===== config.mk =====
export PLATFORM = sky130hd
export DESIGN_NAME = hpl_link
export DESIGN_NICKNAME = d
export VERILOG_FILES = /design/src/verilog/hpl_pkg.sv /design/src/verilog/hpl_link.sv
export SDC_FILE = /design/constraint.sdc
export NUM_CORES = 1
export LEC_CHECK = 0
export ABC_AREA = 1
export BUFFER_PORTS_ARGS = -buffer_cell sky130_fd_sc_hd__buf_2
export CORE_ASPECT_RATIO = 1.25
export CORE_MARGIN = 2
export CORE_UTILIZATION = 54
export DETAILED_ROUTE_END_ITERATION = 10
export PLACE_DENSITY = 0.95
export SLEW_MARGIN = 10
export SYNTH_ARGS = -nofsm -noshare
export SYNTH_HDL_FRONTEND = slang
export SYNTH_SLANG_ARGS = --single-unit

===== constraint.sdc =====
create_clock -name clk -period 2 [get_ports clk]
set_clock_uncertainty 0.2 [all_clocks]
set_input_delay 0.2 -clock clk [delete_from_list [all_inputs] [get_ports clk]]
set_output_delay 0.2 -clock clk [all_outputs]
set_load 0.005 [all_outputs]

===== src/verilog/hpl_pkg.sv =====
// Constants for the board-side parallel host link and board status word.
// Assumes a single 20 MHz board clock and an AXI4-Lite register master.
package hpl_pkg;

   // ----------------------------------------------------------------
   // Register map (byte addresses)
   // ----------------------------------------------------------------
   localparam logic [7:0] HPL_STATUS_OFS   = 8'h00;
   localparam logic [7:0] HPL_CTRL_OFS     = 8'h04;
   localparam logic [7:0] HPL_TXDATA_OFS   = 8'h08;
   localparam logic [7:0] HPL_RXDATA_OFS   = 8'h0C;
   localparam logic [7:0] HPL_LINK_OFS     = 8'h10;
   localparam logic [7:0] HPL_MODULE_OFS   = 8'h14;

   // ----------------------------------------------------------------
   // Status word bit positions
   // ----------------------------------------------------------------
   localparam int HPL_ST_TERM_N    = 15;
   localparam int HPL_ST_HOSTNMI_N = 14;
   localparam int HPL_ST_IRQ_ACK_ACTIVE_N_N   = 13;
   localparam int HPL_ST_SEL       = 12;
   localparam int HPL_ST_WRPEND_N  = 11;
   localparam int HPL_ST_RDDONE_N  = 10;
   localparam int HPL_ST_PRESENT   = 9;
   localparam int HPL_ST_POWER_N   = 8;
   localparam int HPL_ST_CODE_LO   = 4;
   localparam int HPL_ST_BKNMI_N   = 3;

   // ----------------------------------------------------------------
   // Control register bit positions
   // ----------------------------------------------------------------
   localparam int HPL_CT_IDENT     = 0;   // Set to raise host interrupt
   localparam int HPL_CT_SEND      = 1;   // Start board-to-host byte
   localparam int HPL_CT_TAKE      = 2;   // Consume received byte
   localparam int HPL_CT_BKPT      = 3;   // Breakpoint logic NMI event

   // ----------------------------------------------------------------
   // Reset values and sizes
   // ----------------------------------------------------------------
   localparam logic [2:0]  HPL_ADDR_DEFAULT = 3'h0;
   localparam logic [15:0] HPL_STATUS_IDLE  = 16'hFFFF;
   localparam logic [14:0] HPL_SYNC_IDLE    = 15'h0038; // _n pins high
   localparam logic [1:0]  HPL_RESP_OKAY    = 2'h0;
   localparam logic [1:0]  HPL_RESP_SLVERR  = 2'h2;

   // Access time codes in ns, indexed by upper two code bits
   localparam logic [7:0] HPL_TIME_00 = 8'd100;
   localparam logic [7:0] HPL_TIME_01 = 8'd80;
   localparam logic [7:0] HPL_TIME_10 = 8'd70;
   localparam logic [7:0] HPL_TIME_11 = 8'd60;

   // Board-to-host handshake states
   typedef enum logic [1:0] {
      HPL_TX_IDLE,
      HPL_TX_REQ,
      HPL_TX_DONE
   } hpl_tx_e;

endpackage

===== src/verilog/hpl_link.sv =====
// Board-side host parallel link: address match, break and reset
// decode, both byte handshakes, shared host interrupt and status word.
// Assumes link pins are asynchronous; registers reached over AXI4-Lite.
//
// The implementer's own choices: the placing of the registers and register access over AXI4-Lite.
`timescale 1ns/1ps
module hpl_link
   import hpl_pkg::*;
#(
   parameter logic [2:0] BOARD_ADDR = HPL_ADDR_DEFAULT
) (
   // Clock and reset
   input  wire logic        clk,
   input  wire logic        rst_n,
   // AXI4-Lite write address and data
   input  wire logic [7:0]  awaddr,
   input  wire logic        awvalid,
   output logic             awready,
   input  wire logic [31:0] wdata,
   input  wire logic [3:0]  wstrb,
   input  wire logic        wvalid,
   output logic             wready,
   // AXI4-Lite write response
   output logic [1:0]       bresp,
   output logic             bvalid,
   input  wire logic        bready,
   // AXI4-Lite read
   input  wire logic [7:0]  araddr,
   input  wire logic        arvalid,
   output logic             arready,
   output logic [31:0]      rdata,
   output logic [1:0]       rresp,
   output logic             rvalid,
   input  wire logic        rready,
   // Host link inputs
   input  wire logic [2:0]  slaveSelect,
   input  wire logic        broadcastAll,
   input  wire logic        breakRequest,
   input  wire logic        hostResetRequest,
   input  wire logic        hostRequest,
   input  wire logic        hostAcknowledge,
   input  wire logic        irqAckActive,
   input  wire logic        linkCardPresent_n,
   input  wire logic        hostPowered_n,
   // Host link outputs
   output logic             boardAcknowledge,
   output logic             boardToHostRequest,
   output logic             irqIdentify,
   output logic             sharedHostIrq_o,
   output logic             sharedHostIrq_oe,
   // Bidirectional data bus
   input  wire logic [7:0]  linkDataBus_i,
   output logic [7:0]       linkDataBus_o,
   output logic             linkDataBus_oe,
   // Board-side inputs
   input  wire logic        terminalAttached_n,
   input  wire logic [3:0]  moduleCode,
   input  wire logic [2:0]  optionSwitch_n,
   // Board-side outputs
   output logic             nmiLevel7,
   output logic             softResetPulse,
   output logic             hardResetPulse
);

   // ----------------------------------------------------------------
   // State
   // ----------------------------------------------------------------
   typedef struct packed {
      logic [14:0] syncA;      // First synchroniser stage
      logic [14:0] syncB;      // Second synchroniser stage
      logic        hostNmi_n;
      logic        bkptNmi_n;
      logic        ackOut;
      logic        wrPend;
      logic [7:0]  rxByte;
      hpl_tx_e     txState;
      logic [7:0]  txByte;
      logic        rdDone;
      logic        ident;
      logic        irqDrive;
      logic        brkPrev;
      logic        rstPrev;
      logic        nmi;
      logic        softRst;
      logic        hardRst;
      logic        awHeld;
      logic [7:0]  awAddr;
      logic        wHeld;
      logic [31:0] wData;
      logic        bValid;
      logic [1:0]  bResp;
      logic        rValid;
      logic [31:0] rData;
      logic [1:0]  rResp;
   } hpl_state_s;

   hpl_state_s st_r;
   hpl_state_s st_nxt;

   // Synchronised views of the link pins
   logic [2:0] sSel;
   logic       sAll;
   logic       sBrk;
   logic       sRst;
   logic       sHreq;
   logic       sHack;
   logic       sInack;
   logic       sPres_n;
   logic       sPwr_n;
   logic       sTerm_n;
   logic       selected;
   logic       addressed;
   logic [15:0] statusWord;

   // Access time in ns from the module presence code
   function automatic logic [7:0] accessTime(input logic [1:0] code);
      case (code)
         2'h0:    accessTime = HPL_TIME_00;
         2'h1:    accessTime = HPL_TIME_01;
         2'h2:    accessTime = HPL_TIME_10;
         default: accessTime = HPL_TIME_11;
      endcase
   endfunction

   // ----------------------------------------------------------------
   // Decode of synchronised pins
   // ----------------------------------------------------------------
   // Only the second stage is read; the first feeds nothing else
   assign {sSel, sAll, sBrk, sRst, sHreq, sHack, sInack, sPres_n,
           sPwr_n, sTerm_n} = st_r.syncB[14:3];
   assign selected  = (sSel == BOARD_ADDR);
   // Break and reset need a connected host; broadcast skips address
   assign addressed = (selected | sAll) & ~sPres_n;

   // Status word assembled from live levels and latched sources
   always_comb begin
      statusWord                    = HPL_STATUS_IDLE;
      statusWord[HPL_ST_TERM_N]     = sTerm_n;
      statusWord[HPL_ST_HOSTNMI_N]  = st_r.hostNmi_n;
      statusWord[HPL_ST_IRQ_ACK_ACTIVE_N_N]    = ~sInack;
      statusWord[HPL_ST_SEL]        = selected;
      statusWord[HPL_ST_WRPEND_N]   = ~st_r.wrPend;
      statusWord[HPL_ST_RDDONE_N]   = ~st_r.rdDone;
      statusWord[HPL_ST_PRESENT]    = ~sPres_n;
      statusWord[HPL_ST_POWER_N]    = sPwr_n;
      statusWord[HPL_ST_CODE_LO+:4] = moduleCode;
      statusWord[HPL_ST_BKNMI_N]    = st_r.bkptNmi_n;
      statusWord[2:0]               = ~optionSwitch_n;
   end

   // ----------------------------------------------------------------
   // Next-state logic
   // ----------------------------------------------------------------
   always_comb begin
      logic        wrFire;
      logic [31:0] wd;
      st_nxt = st_r;
      wrFire = 1'b0;
      wd     = '0;

      // Two-stage synchroniser on every asynchronous link input except the data bus, which is sampled directly
      st_nxt.syncA = {slaveSelect, broadcastAll, breakRequest,
                      hostResetRequest, hostRequest, hostAcknowledge,
                      irqAckActive, linkCardPresent_n, hostPowered_n,
                      terminalAttached_n, 3'h0};
      st_nxt.syncB = st_r.syncA;

      // Break and reset act on the rising edge of their request
      st_nxt.brkPrev = sBrk & addressed;
      st_nxt.rstPrev = sRst & addressed;
      st_nxt.nmi     = sBrk & addressed & ~st_r.brkPrev;
      st_nxt.softRst = 1'b0;
      st_nxt.hardRst = 1'b0;
      if (sRst & addressed & ~st_r.rstPrev) begin
         st_nxt.softRst = sInack;
         st_nxt.hardRst = ~sInack;
      end

      // Host-to-board byte: capture on request, acknowledge it
      if (sHreq & ~st_r.ackOut) begin
         st_nxt.ackOut = 1'b1;
         st_nxt.wrPend = 1'b1;
         st_nxt.rxByte = linkDataBus_i;
      end else if (~sHreq) begin
         st_nxt.ackOut = 1'b0;
      end

      // Board-to-host byte handshake
      case (st_r.txState)
         HPL_TX_IDLE: begin
         end
         HPL_TX_REQ: begin
            if (sHack) begin
               st_nxt.txState = HPL_TX_DONE;
            end
         end
         HPL_TX_DONE: begin
            if (~sHack) begin
               st_nxt.txState = HPL_TX_IDLE;
               st_nxt.rdDone  = 1'b1;
            end
         end
         default: st_nxt.txState = HPL_TX_IDLE;
      endcase

      // Acknowledge from host frees the shared interrupt line
      if (sInack) begin
         st_nxt.irqDrive = 1'b0;
      end

      // AXI4-Lite write: address and data taken in either order
      if (awvalid & ~st_r.awHeld) begin
         st_nxt.awHeld = 1'b1;
         st_nxt.awAddr = awaddr;
      end
      if (wvalid & ~st_r.wHeld) begin
         st_nxt.wHeld = 1'b1;
         st_nxt.wData = wdata;
      end
      if (st_r.awHeld & st_r.wHeld & ~st_r.bValid) begin
         wrFire        = 1'b1;
         st_nxt.awHeld = 1'b0;
         st_nxt.wHeld  = 1'b0;
         st_nxt.bValid = 1'b1;
         st_nxt.bResp  = HPL_RESP_OKAY;
         wd            = st_r.wData;
      end
      if (st_r.bValid & bready) begin
         st_nxt.bValid = 1'b0;
      end

      // Register write effects; status word ignores writes
      if (wrFire) begin
         case (st_r.awAddr)
            HPL_STATUS_OFS: begin
            end
            HPL_CTRL_OFS: begin
               if (wd[HPL_CT_IDENT]) begin
                  st_nxt.ident    = 1'b1;
                  st_nxt.irqDrive = 1'b1;
               end else begin
                  st_nxt.ident    = 1'b0;
               end
               if (wd[HPL_CT_SEND] &
                   st_r.txState == HPL_TX_IDLE) begin
                  st_nxt.txState = HPL_TX_REQ;
                  st_nxt.rdDone  = 1'b0;
               end
               if (wd[HPL_CT_TAKE] & ~(sHreq & ~st_r.ackOut)) begin
                  st_nxt.wrPend = 1'b0;
               end
               if (wd[HPL_CT_BKPT]) begin
                  st_nxt.bkptNmi_n = 1'b0;
                  st_nxt.hostNmi_n = 1'b1;
                  st_nxt.nmi       = 1'b1;
               end
            end
            HPL_TXDATA_OFS: begin
               st_nxt.txByte = wd[7:0];  // Strobes ignored: low byte always taken
            end
            default: st_nxt.bResp = HPL_RESP_SLVERR;
         endcase
      end

      // Host break wins source tracking over breakpoint event
      if (sBrk & addressed & ~st_r.brkPrev) begin
         st_nxt.hostNmi_n = 1'b0;
         st_nxt.bkptNmi_n = 1'b1;
      end

      // AXI4-Lite read, one cycle after address acceptance
      if (arvalid & ~st_r.rValid) begin
         st_nxt.rValid = 1'b1;
         st_nxt.rResp  = HPL_RESP_OKAY;
         case (araddr)
            HPL_STATUS_OFS:  st_nxt.rData = {16'h0, statusWord};
            HPL_CTRL_OFS:    st_nxt.rData = {28'h0, 1'b0,
                                  st_r.txState != HPL_TX_IDLE,
                                  st_r.wrPend, st_r.ident};
            HPL_TXDATA_OFS:  st_nxt.rData = {24'h0, st_r.txByte};
            HPL_RXDATA_OFS:  st_nxt.rData = {24'h0, st_r.rxByte};
            HPL_LINK_OFS:    st_nxt.rData = {27'h0, sSel, sAll, sBrk};
            HPL_MODULE_OFS:  st_nxt.rData = {22'h0, moduleCode[1:0],
                                  accessTime(moduleCode[3:2])};
            default: begin
               st_nxt.rData = 32'h0;
               st_nxt.rResp = HPL_RESP_SLVERR;
            end
         endcase
      end else if (st_r.rValid & rready) begin
         st_nxt.rValid = 1'b0;
      end
   end

   // ----------------------------------------------------------------
   // State register
   // ----------------------------------------------------------------
   always_ff @(posedge clk or negedge rst_n) begin
      if (!rst_n) begin
         st_r           <= '0;
         // Idle pin levels, so no false request edge follows reset
         st_r.syncB     <= HPL_SYNC_IDLE;
         st_r.syncA     <= HPL_SYNC_IDLE;
         st_r.hostNmi_n <= 1'b1;
         st_r.bkptNmi_n <= 1'b1;
         st_r.txState   <= HPL_TX_IDLE;
      end else begin
         st_r <= st_nxt;
      end
   end

   // ----------------------------------------------------------------
   // Outputs
   // ----------------------------------------------------------------
   assign awready  = ~st_r.awHeld;
   assign wready   = ~st_r.wHeld;
   assign bvalid   = st_r.bValid;
   assign bresp    = st_r.bResp;
   assign arready  = ~st_r.rValid;
   assign rvalid   = st_r.rValid;
   assign rdata    = st_r.rData;
   assign rresp    = st_r.rResp;

   assign boardAcknowledge   = st_r.ackOut;
   assign boardToHostRequest = (st_r.txState == HPL_TX_REQ);
   assign irqIdentify        = st_r.ident;
   // Open collector: only ever pulls low
   assign sharedHostIrq_o    = 1'b0;
   assign sharedHostIrq_oe   = st_r.irqDrive;
   // Drive data only while offering a byte to the host
   assign linkDataBus_o      = st_r.txByte;
   assign linkDataBus_oe     = (st_r.txState == HPL_TX_REQ);
   assign nmiLevel7          = st_r.nmi;
   assign softResetPulse     = st_r.softRst;
   assign hardResetPulse     = st_r.hardRst;

endmodule


==> flow_summary_export.csv, run 1 <==
group,metric,value,unit
synth,synthXorXnorAreaFrac,0,
synth,async_flop_share,1.00,
floorplanning,dieArea,0.00839,mm²
global_route,grt_pass1_wl,14.5,mm
routing,viasPerCell,4.86,
synth,synth_edf_count,0,
clock_network,clk_path_buf_depth,2,
global_route,grt_pass1_vias,3200,
synth,synthAdderAreaFrac,0.0121,
hold_path,hold_path.class,"in -> reg",
critical_path,worstSetupPathType,"reg -> reg",
outcome,status,"finished clean",
place,post-dp-hpwl,6.40,mm
sta,fmax,618,MHz
cells_and_area,fin_nets,652,
clock_network,clock_latency,0.36,ns
clock_network,cts.sinks,93,
job,drv_cap,0,
sta,fin_crit,1.62,ns
routing,firstDrtPassIters,5,
routing,wirelength,8.89,mm
floorplanning,core_area,0.00740,mm²
place,globalplace.congestion,0.881,
sta,tns,0,ns
pwr,p_per_area,955,mW/mm²
global_route,antenna_found_initial,0,
cells_and_area,layout.cells.non_filler,657,
synth,netlist_instances,445,
clock_network,clk_pin_slew,0.08,ns
critical_path,cp.arrival,1.66,ns
sta,hold_viol,0,
synth,synth_cell_types,32,
cells_and_area,fillCellCount,564,
synth,synth_seq_area_share,0.564,
clock_network,clockRootBuffer,"clkbuf_8",
synth,synth_largest_area_cell,"dfrtp_1",
synth,yosysTopAreaCellShare,0.514,
synth,synth_mux_area_frac,0.0218,
synth,syn_avg_cell_area,9.31,µm²
critical_path,crit_fanout,11,
global_route,grt_max_degree,41,
routing,drcViolationCount,0,
floorplanning,start_util,0.560,
pwr,ir_worst_vdd,894,µV
cells_and_area,area_delta_synth_final,22.7,%
sta,rsz0062_at_grt,"no",
global_route,grt.total_usage,0.233,
routing,detail-route-antenna-nets,0,
cells_and_area,diodes,0,
critical_path,reg2reg_slack,0.38,ns
routing,drtIter0Drc,192,
clock_network,numCtsBuffers,9,
clock_network,cts_tree,"built",
routing,wl_per_cell,13.5,µm
synth,ys_top_cells_by_area,"dfrtp_1 51%, nand2_1 9.4%, buf_4 8.7%",
synth,ys_ff_latch,93,
floorplanning,die_w,82.3,µm
clock_network,htree_num_levels,3,
synth,synth_top_family_by_area,"simple AND/OR/NAND/NOR gates",
floorplanning,rows,35,
place,io_buffers,97,
place,dp_cells,603,
synth,ys.flop_type,"dfrtp_1",
synth,ys.warnings.count,0,
synth,synth_compound_area_frac,0.0625,
critical_path,endpoint_kind,"flop",
global_route,grt_overflow,0,
critical_path,required,2.04,ns
cells_and_area,final_layout_size_suffix_gt1_frac,0.269,
sta,whs,0.0157,ns
sta,drv_slew,0,
sta,fin_crit_sh,0.809,
critical_path,worstSetupStartpointType,"flop",
clock_network,cts_setup_buffers,0,
routing,dr_total_vias,3193,
floorplanning,ioPinCount,144,
floorplanning,die_y,102,µm
sta,setup_violations,0,
pwr,p_leak,2.76,nW
synth,synthSimpleGateAreaFrac,0.198,
synth,synth.cell_area,0.00414,mm²
flip-flops by register name, summed over array words and instances, names as in the netlist, named ones only:
register,count
nmiLevel7,1
sSel,3
sPres_n,1
st_r,34
sPwr_n,1
rdata,16
sHack,1
irqIdentify,1
hardResetPulse,1
sAll,1
sBrk,1
sHreq,1
sTerm_n,1
bvalid,1
linkDataBus_o,8
rvalid,1
st_nxt,12
boardAcknowledge,1
sInack,1
bresp,1
rresp,1
softResetPulse,1
sRst,1
sharedHostIrq_oe,1
cell usage after synthesis (all sizes together) (2+ instances only):
cell,n
nand3,33
nand4,2
o21ai,24
mux2,8
ha,4
o31ai,6
buf,52
nor2,44
clkbuf,2
dfstp,8
nand2,108
inv,48
dfrtp,85
a21oi,14
critical path, cell delays in order (launching register included):
cell     delay [ns]
dfrtp_1        0.38
inv_1          0.08
nand3_2        0.13
inv_1          0.20
nand2_1        0.27
nor2_1         0.19
a21oi_2        0.04
path summary, 6_finish.rpt:
check,from,depth (start not counted),to
setup / recovery,bvalid,6,linkDataBus_o[7]
hold / removal,awvalid,3,st_r[79]
setup reg to reg,bvalid,6,linkDataBus_o[7]
hold reg to reg,st_nxt[116],0,sInack
max in group asynchronous,rst_n,3,st_r[108]
min in group asynchronous,rst_n,2,rdata[15]
routing by layer:
layer	up-vias	global-route usage	part of all wire
li1	1562	-	-
met4	0	0.121	0.027
met5	-	0	0
met2	131	0.396	0.52
met1	1474	0.271	0.38
met3	26	0.0539	0.069
repair_timing:
| action | in CTS | in global routing |
|---|---|---|
| hold endpoints to repair | 76 | 0 |
| hold buffers | 40 | 0 |
| gates resized for setup | 0 | 0 |
area by class of cell:
class	instances	area [µm²]	share of cell area
flip-flops and latches	93	2340	0.460
well taps	92	115	0.0227
clock inverters	3	68.8	0.0135
inverters	49	186	0.0367
repair buffers	143	933	0.184
multi-input cells	266	1290	0.253
clock buffers	11	151	0.0298
cells by family (layout without fill, tap and decap cells):
logic type | count (synthesis) | in the layout
buf+inv | 103 | 206
other cells | 1 | 18
fa+ha+maj | 4 | 4
flops | 93 | 93
compound gates | 46 | 46
mux | 8 | 8
simple gates | 190 | 190
report_power, final:
part	internal, W	total, W	switching (W)
registers	0.00224	0.00247	0.000226
clock network	0.000763	0.00138	0.000617
logic	0.000440	0.00100	0.000565
cell usage in the layout, fill, tap and decap left out, drive strengths merged, types with 11 or more instances in the layout:
cell / synthesis / layout
a21oi: 14 / 14
buf: 52 / 103
clkbuf: 2 / 11
conb: 1 / 18
dfrtp: 85 / 85
dlygate4sd3: 0 / 40
inv: 48 / 49
nand2: 108 / 108
nand3: 33 / 33
nor2: 44 / 44
o21ai: 24 / 24
metrics by stage:
stage | utilization | area (µm²) | worst slack (ns) | total power [W]
final | 0.686 | 5080 | 0.381 | 0.00485
after global routing | 0.686 | 5080 | 0.199 | 0.00512
after CTS | 0.686 | 5080 | 0.383 | 0.00487
after detailed placement | 0.603 | 4460 | 0.407 | 0.00344
after floorplan | - | 4210 | 0.652 | 0.00315
after global placement | 0.603 | 4460 | 0.480 | 0.00335
No activity file was read; power rests on OpenSTA's default activity.
==> inputs of run 2 (changes only) <==
--- a/config.mk
+++ b/config.mk
@@ -9,9 +9,9 @@
 export BUFFER_PORTS_ARGS = -buffer_cell sky130_fd_sc_hd__buf_2
 export CORE_ASPECT_RATIO = 1.25
 export CORE_MARGIN = 2
-export CORE_UTILIZATION = 54
+export CORE_UTILIZATION = 50
 export DETAILED_ROUTE_END_ITERATION = 10
-export PLACE_DENSITY = 0.95
+export PLACE_DENSITY = 0.9
 export SLEW_MARGIN = 10
 export SYNTH_ARGS = -nofsm -noshare
 export SYNTH_HDL_FRONTEND = slang
==> constraint.sdc (replaced) <==
create_clock -name clk -period 1.5 [get_ports clk]
set_clock_uncertainty 0.2 [all_clocks]
set_input_delay 0.15 -clock clk [delete_from_list [all_inputs] [get_ports clk]]
set_output_delay 0.15 -clock clk [all_outputs]
set_load 0.005 [all_outputs]
==> flow_summary_export.csv, run 2 (synthesis gave the netlist of run 1 again) <==
group,metric,value,unit
critical_path,crit_fanout,3,
cells_and_area,diodes,0,
place,globalplace.congestion,0.895,
sta,rsz0062_at_grt,"yes",
sta,fmax,673,MHz
global_route,grt_max_degree,45,
critical_path,cp_cell_sequence,"nor2_4 > nand2_1 > nor2_4 > nand4_1 > nand2_1 > nand2_1 > inv_1",
pwr,ir_worst_vdd,1030,µV
sta,fin_crit_sh,0.990,
global_route,grt_overflow,0,
cells_and_area,layout_common_cells,"100 x nand2_1, 96 x buf_2, 85 x dfrtp_1",
job,drv_cap,0,
routing,viasPerCell,4.82,
cells_and_area,fillCellCount,635,
sta,fin_crit,1.49,ns
clock_network,htree_num_levels,3,
global_route,grt_pass1_vias,3144,
critical_path,path_common_cell,"nand2_1",
cells_and_area,layout.cells.non_filler,676,
routing,drcViolationCount,0,
place,post-dp-hpwl,6.50,mm
critical_path,cpPeakStageDelay,0.42,ns
cells_and_area,multi_input_area,0.00136,mm²
critical_path,worstPathBufferInverterCount,1,
cells_and_area,regMostFlops,"st_r",
floorplanning,die_y,106,µm
critical_path,reg2reg_slack,0.01,ns
critical_path,rr_endpoint,"st_r[109]",
global_route,antenna_found_initial,0,
clock_network,clk_path_buf_depth,2,
critical_path,critPathTopFamily,"simple AND/OR/NAND/NOR gates",
floorplanning,dieArea,0.00903,mm²
critical_path,r2r_start,"st_r[71]",
place,dp_cells,613,
clock_network,cts_tree,"built",
cells_and_area,seqCellArea,0.00234,mm²
routing,firstDrtPassIters,4,
pwr,p_per_area,1210,mW/mm²
critical_path,endpoint_kind,"flop",
sta,whs,0.00256,ns
critical_path,worstSetupStartpointType,"flop",
cells_and_area,area_delta_synth_final,26.9,%
routing,dr_total_vias,3257,
sta,setup_violations,0,
clock_network,cts.sinks,93,
critical_path,worstSetupPathType,"reg -> reg",
cells_and_area,final_layout_size_suffix_gt1_frac,0.302,
critical_path,required,1.60,ns
critical_path,cp.arrival,1.59,ns
routing,wl_per_cell,13.4,µm
routing,detail-route-antenna-nets,0,
global_route,grt.total_usage,0.207,
floorplanning,start_util,0.508,
floorplanning,core_area,0.00815,mm²
clock_network,numCtsBuffers,9,
clock_network,clock_latency,0.36,ns
cells_and_area,largest_reg_flops,34,
cells_and_area,final_common_cell,"nand2_1",
pwr,p_leak,2.82,nW
cells_and_area,fin_nets,664,
clock_network,clockRootBuffer,"clkbuf_8",
floorplanning,ioPinCount,144,
routing,drtIter0Drc,201,
place,dpl_worst_slack,-0.0795,ns
clock_network,clk_pin_slew,0.09,ns
sta,hold_viol,0,
outcome,status,"finished clean",
place,io_buffers,97,
floorplanning,rows,37,
critical_path,slowest_stage,"dfrtp_1",
floorplanning,die_w,85.4,µm
global_route,grt_pass1_wl,14.6,mm
sta,drv_slew,0,
routing,wirelength,9.05,mm
critical_path,r2r_cells,7,
hold_path,hold_path.class,"in -> async",
sta,fin_ws,0.0144,ns
[run 2: cell types whose count changed in the layout (fill, tap and decap cells not counted), sizes merged]
cell         change
bufinv           -2
clkinvlp         +1
buf              +6
dlygate4sd3      +6
clkinv           +3
[run 2: cell type report]
class,count,area share
Clock buffer,11,0.0269
Clock inverter,5,0.00666
Inverter,49,0.0355
Multi-Input combinational cell,266,0.259
Sequential cell,93,0.445
Tap cell,97,0.0231
Timing Repair Buffer,155,0.205
[run 2: worst max path at each step]
stage / to / cells past startpoint / start
2_1_floorplan: linkDataBus_o[2] / 7 / st_r[78]
3_3_place_gp: linkDataBus_o[7] / 6 / st_r[76]
3_5_place_dp: linkDataBus_o[7] / 6 / st_r[78]
4_1_cts: rdata[4] / 5 / rvalid
5_1_grt: linkDataBus_o[6] / 5 / st_r[74]
6_report: st_r[109] / 7 / st_r[71]
[run 2: per-layer routing]
metal | part of all wire | routed length (µm) | GRT usage | up-vias
met3 | 0.050 | 456 | 0.0345 | 21
li1 | - | - | - | 1592
met4 | 0.025 | 223 | 0.0918 | 0
met5 | 0 | 0 | 0 | -
met2 | 0.52 | 4680 | 0.349 | 116
met1 | 0.41 | 3690 | 0.259 | 1528
[run 2: per-stage QoR]
step,instance area (µm²),TNS (ns),total power [W],util
global placement,4540,-0.0140,0.00459,0.557
detailed placement,4540,-0.382,0.00470,0.557
CTS,5180,0,0.00630,0.636
global route,5260,-0.232,0.00674,0.645
floorplan,4210,0,0.00420,-
finish,5260,0,0.00637,0.645
[run 2: what timing repair did]
action,CTS,global route
setup endpoints to repair,12,24
hold buffers,45,1
resized for setup,5,17
hold endpoints to repair,138,5
pin swaps,0,7
buffers inserted,0,1
[run 2: report_power, final]
part	switching, W	internal (W)	total [W]
Combinational	0.000851	0.000716	0.00157
Clock	0.000840	0.000651	0.00149
Sequential	0.000329	0.00299	0.00332
Total	0.00202	0.00435	0.00637
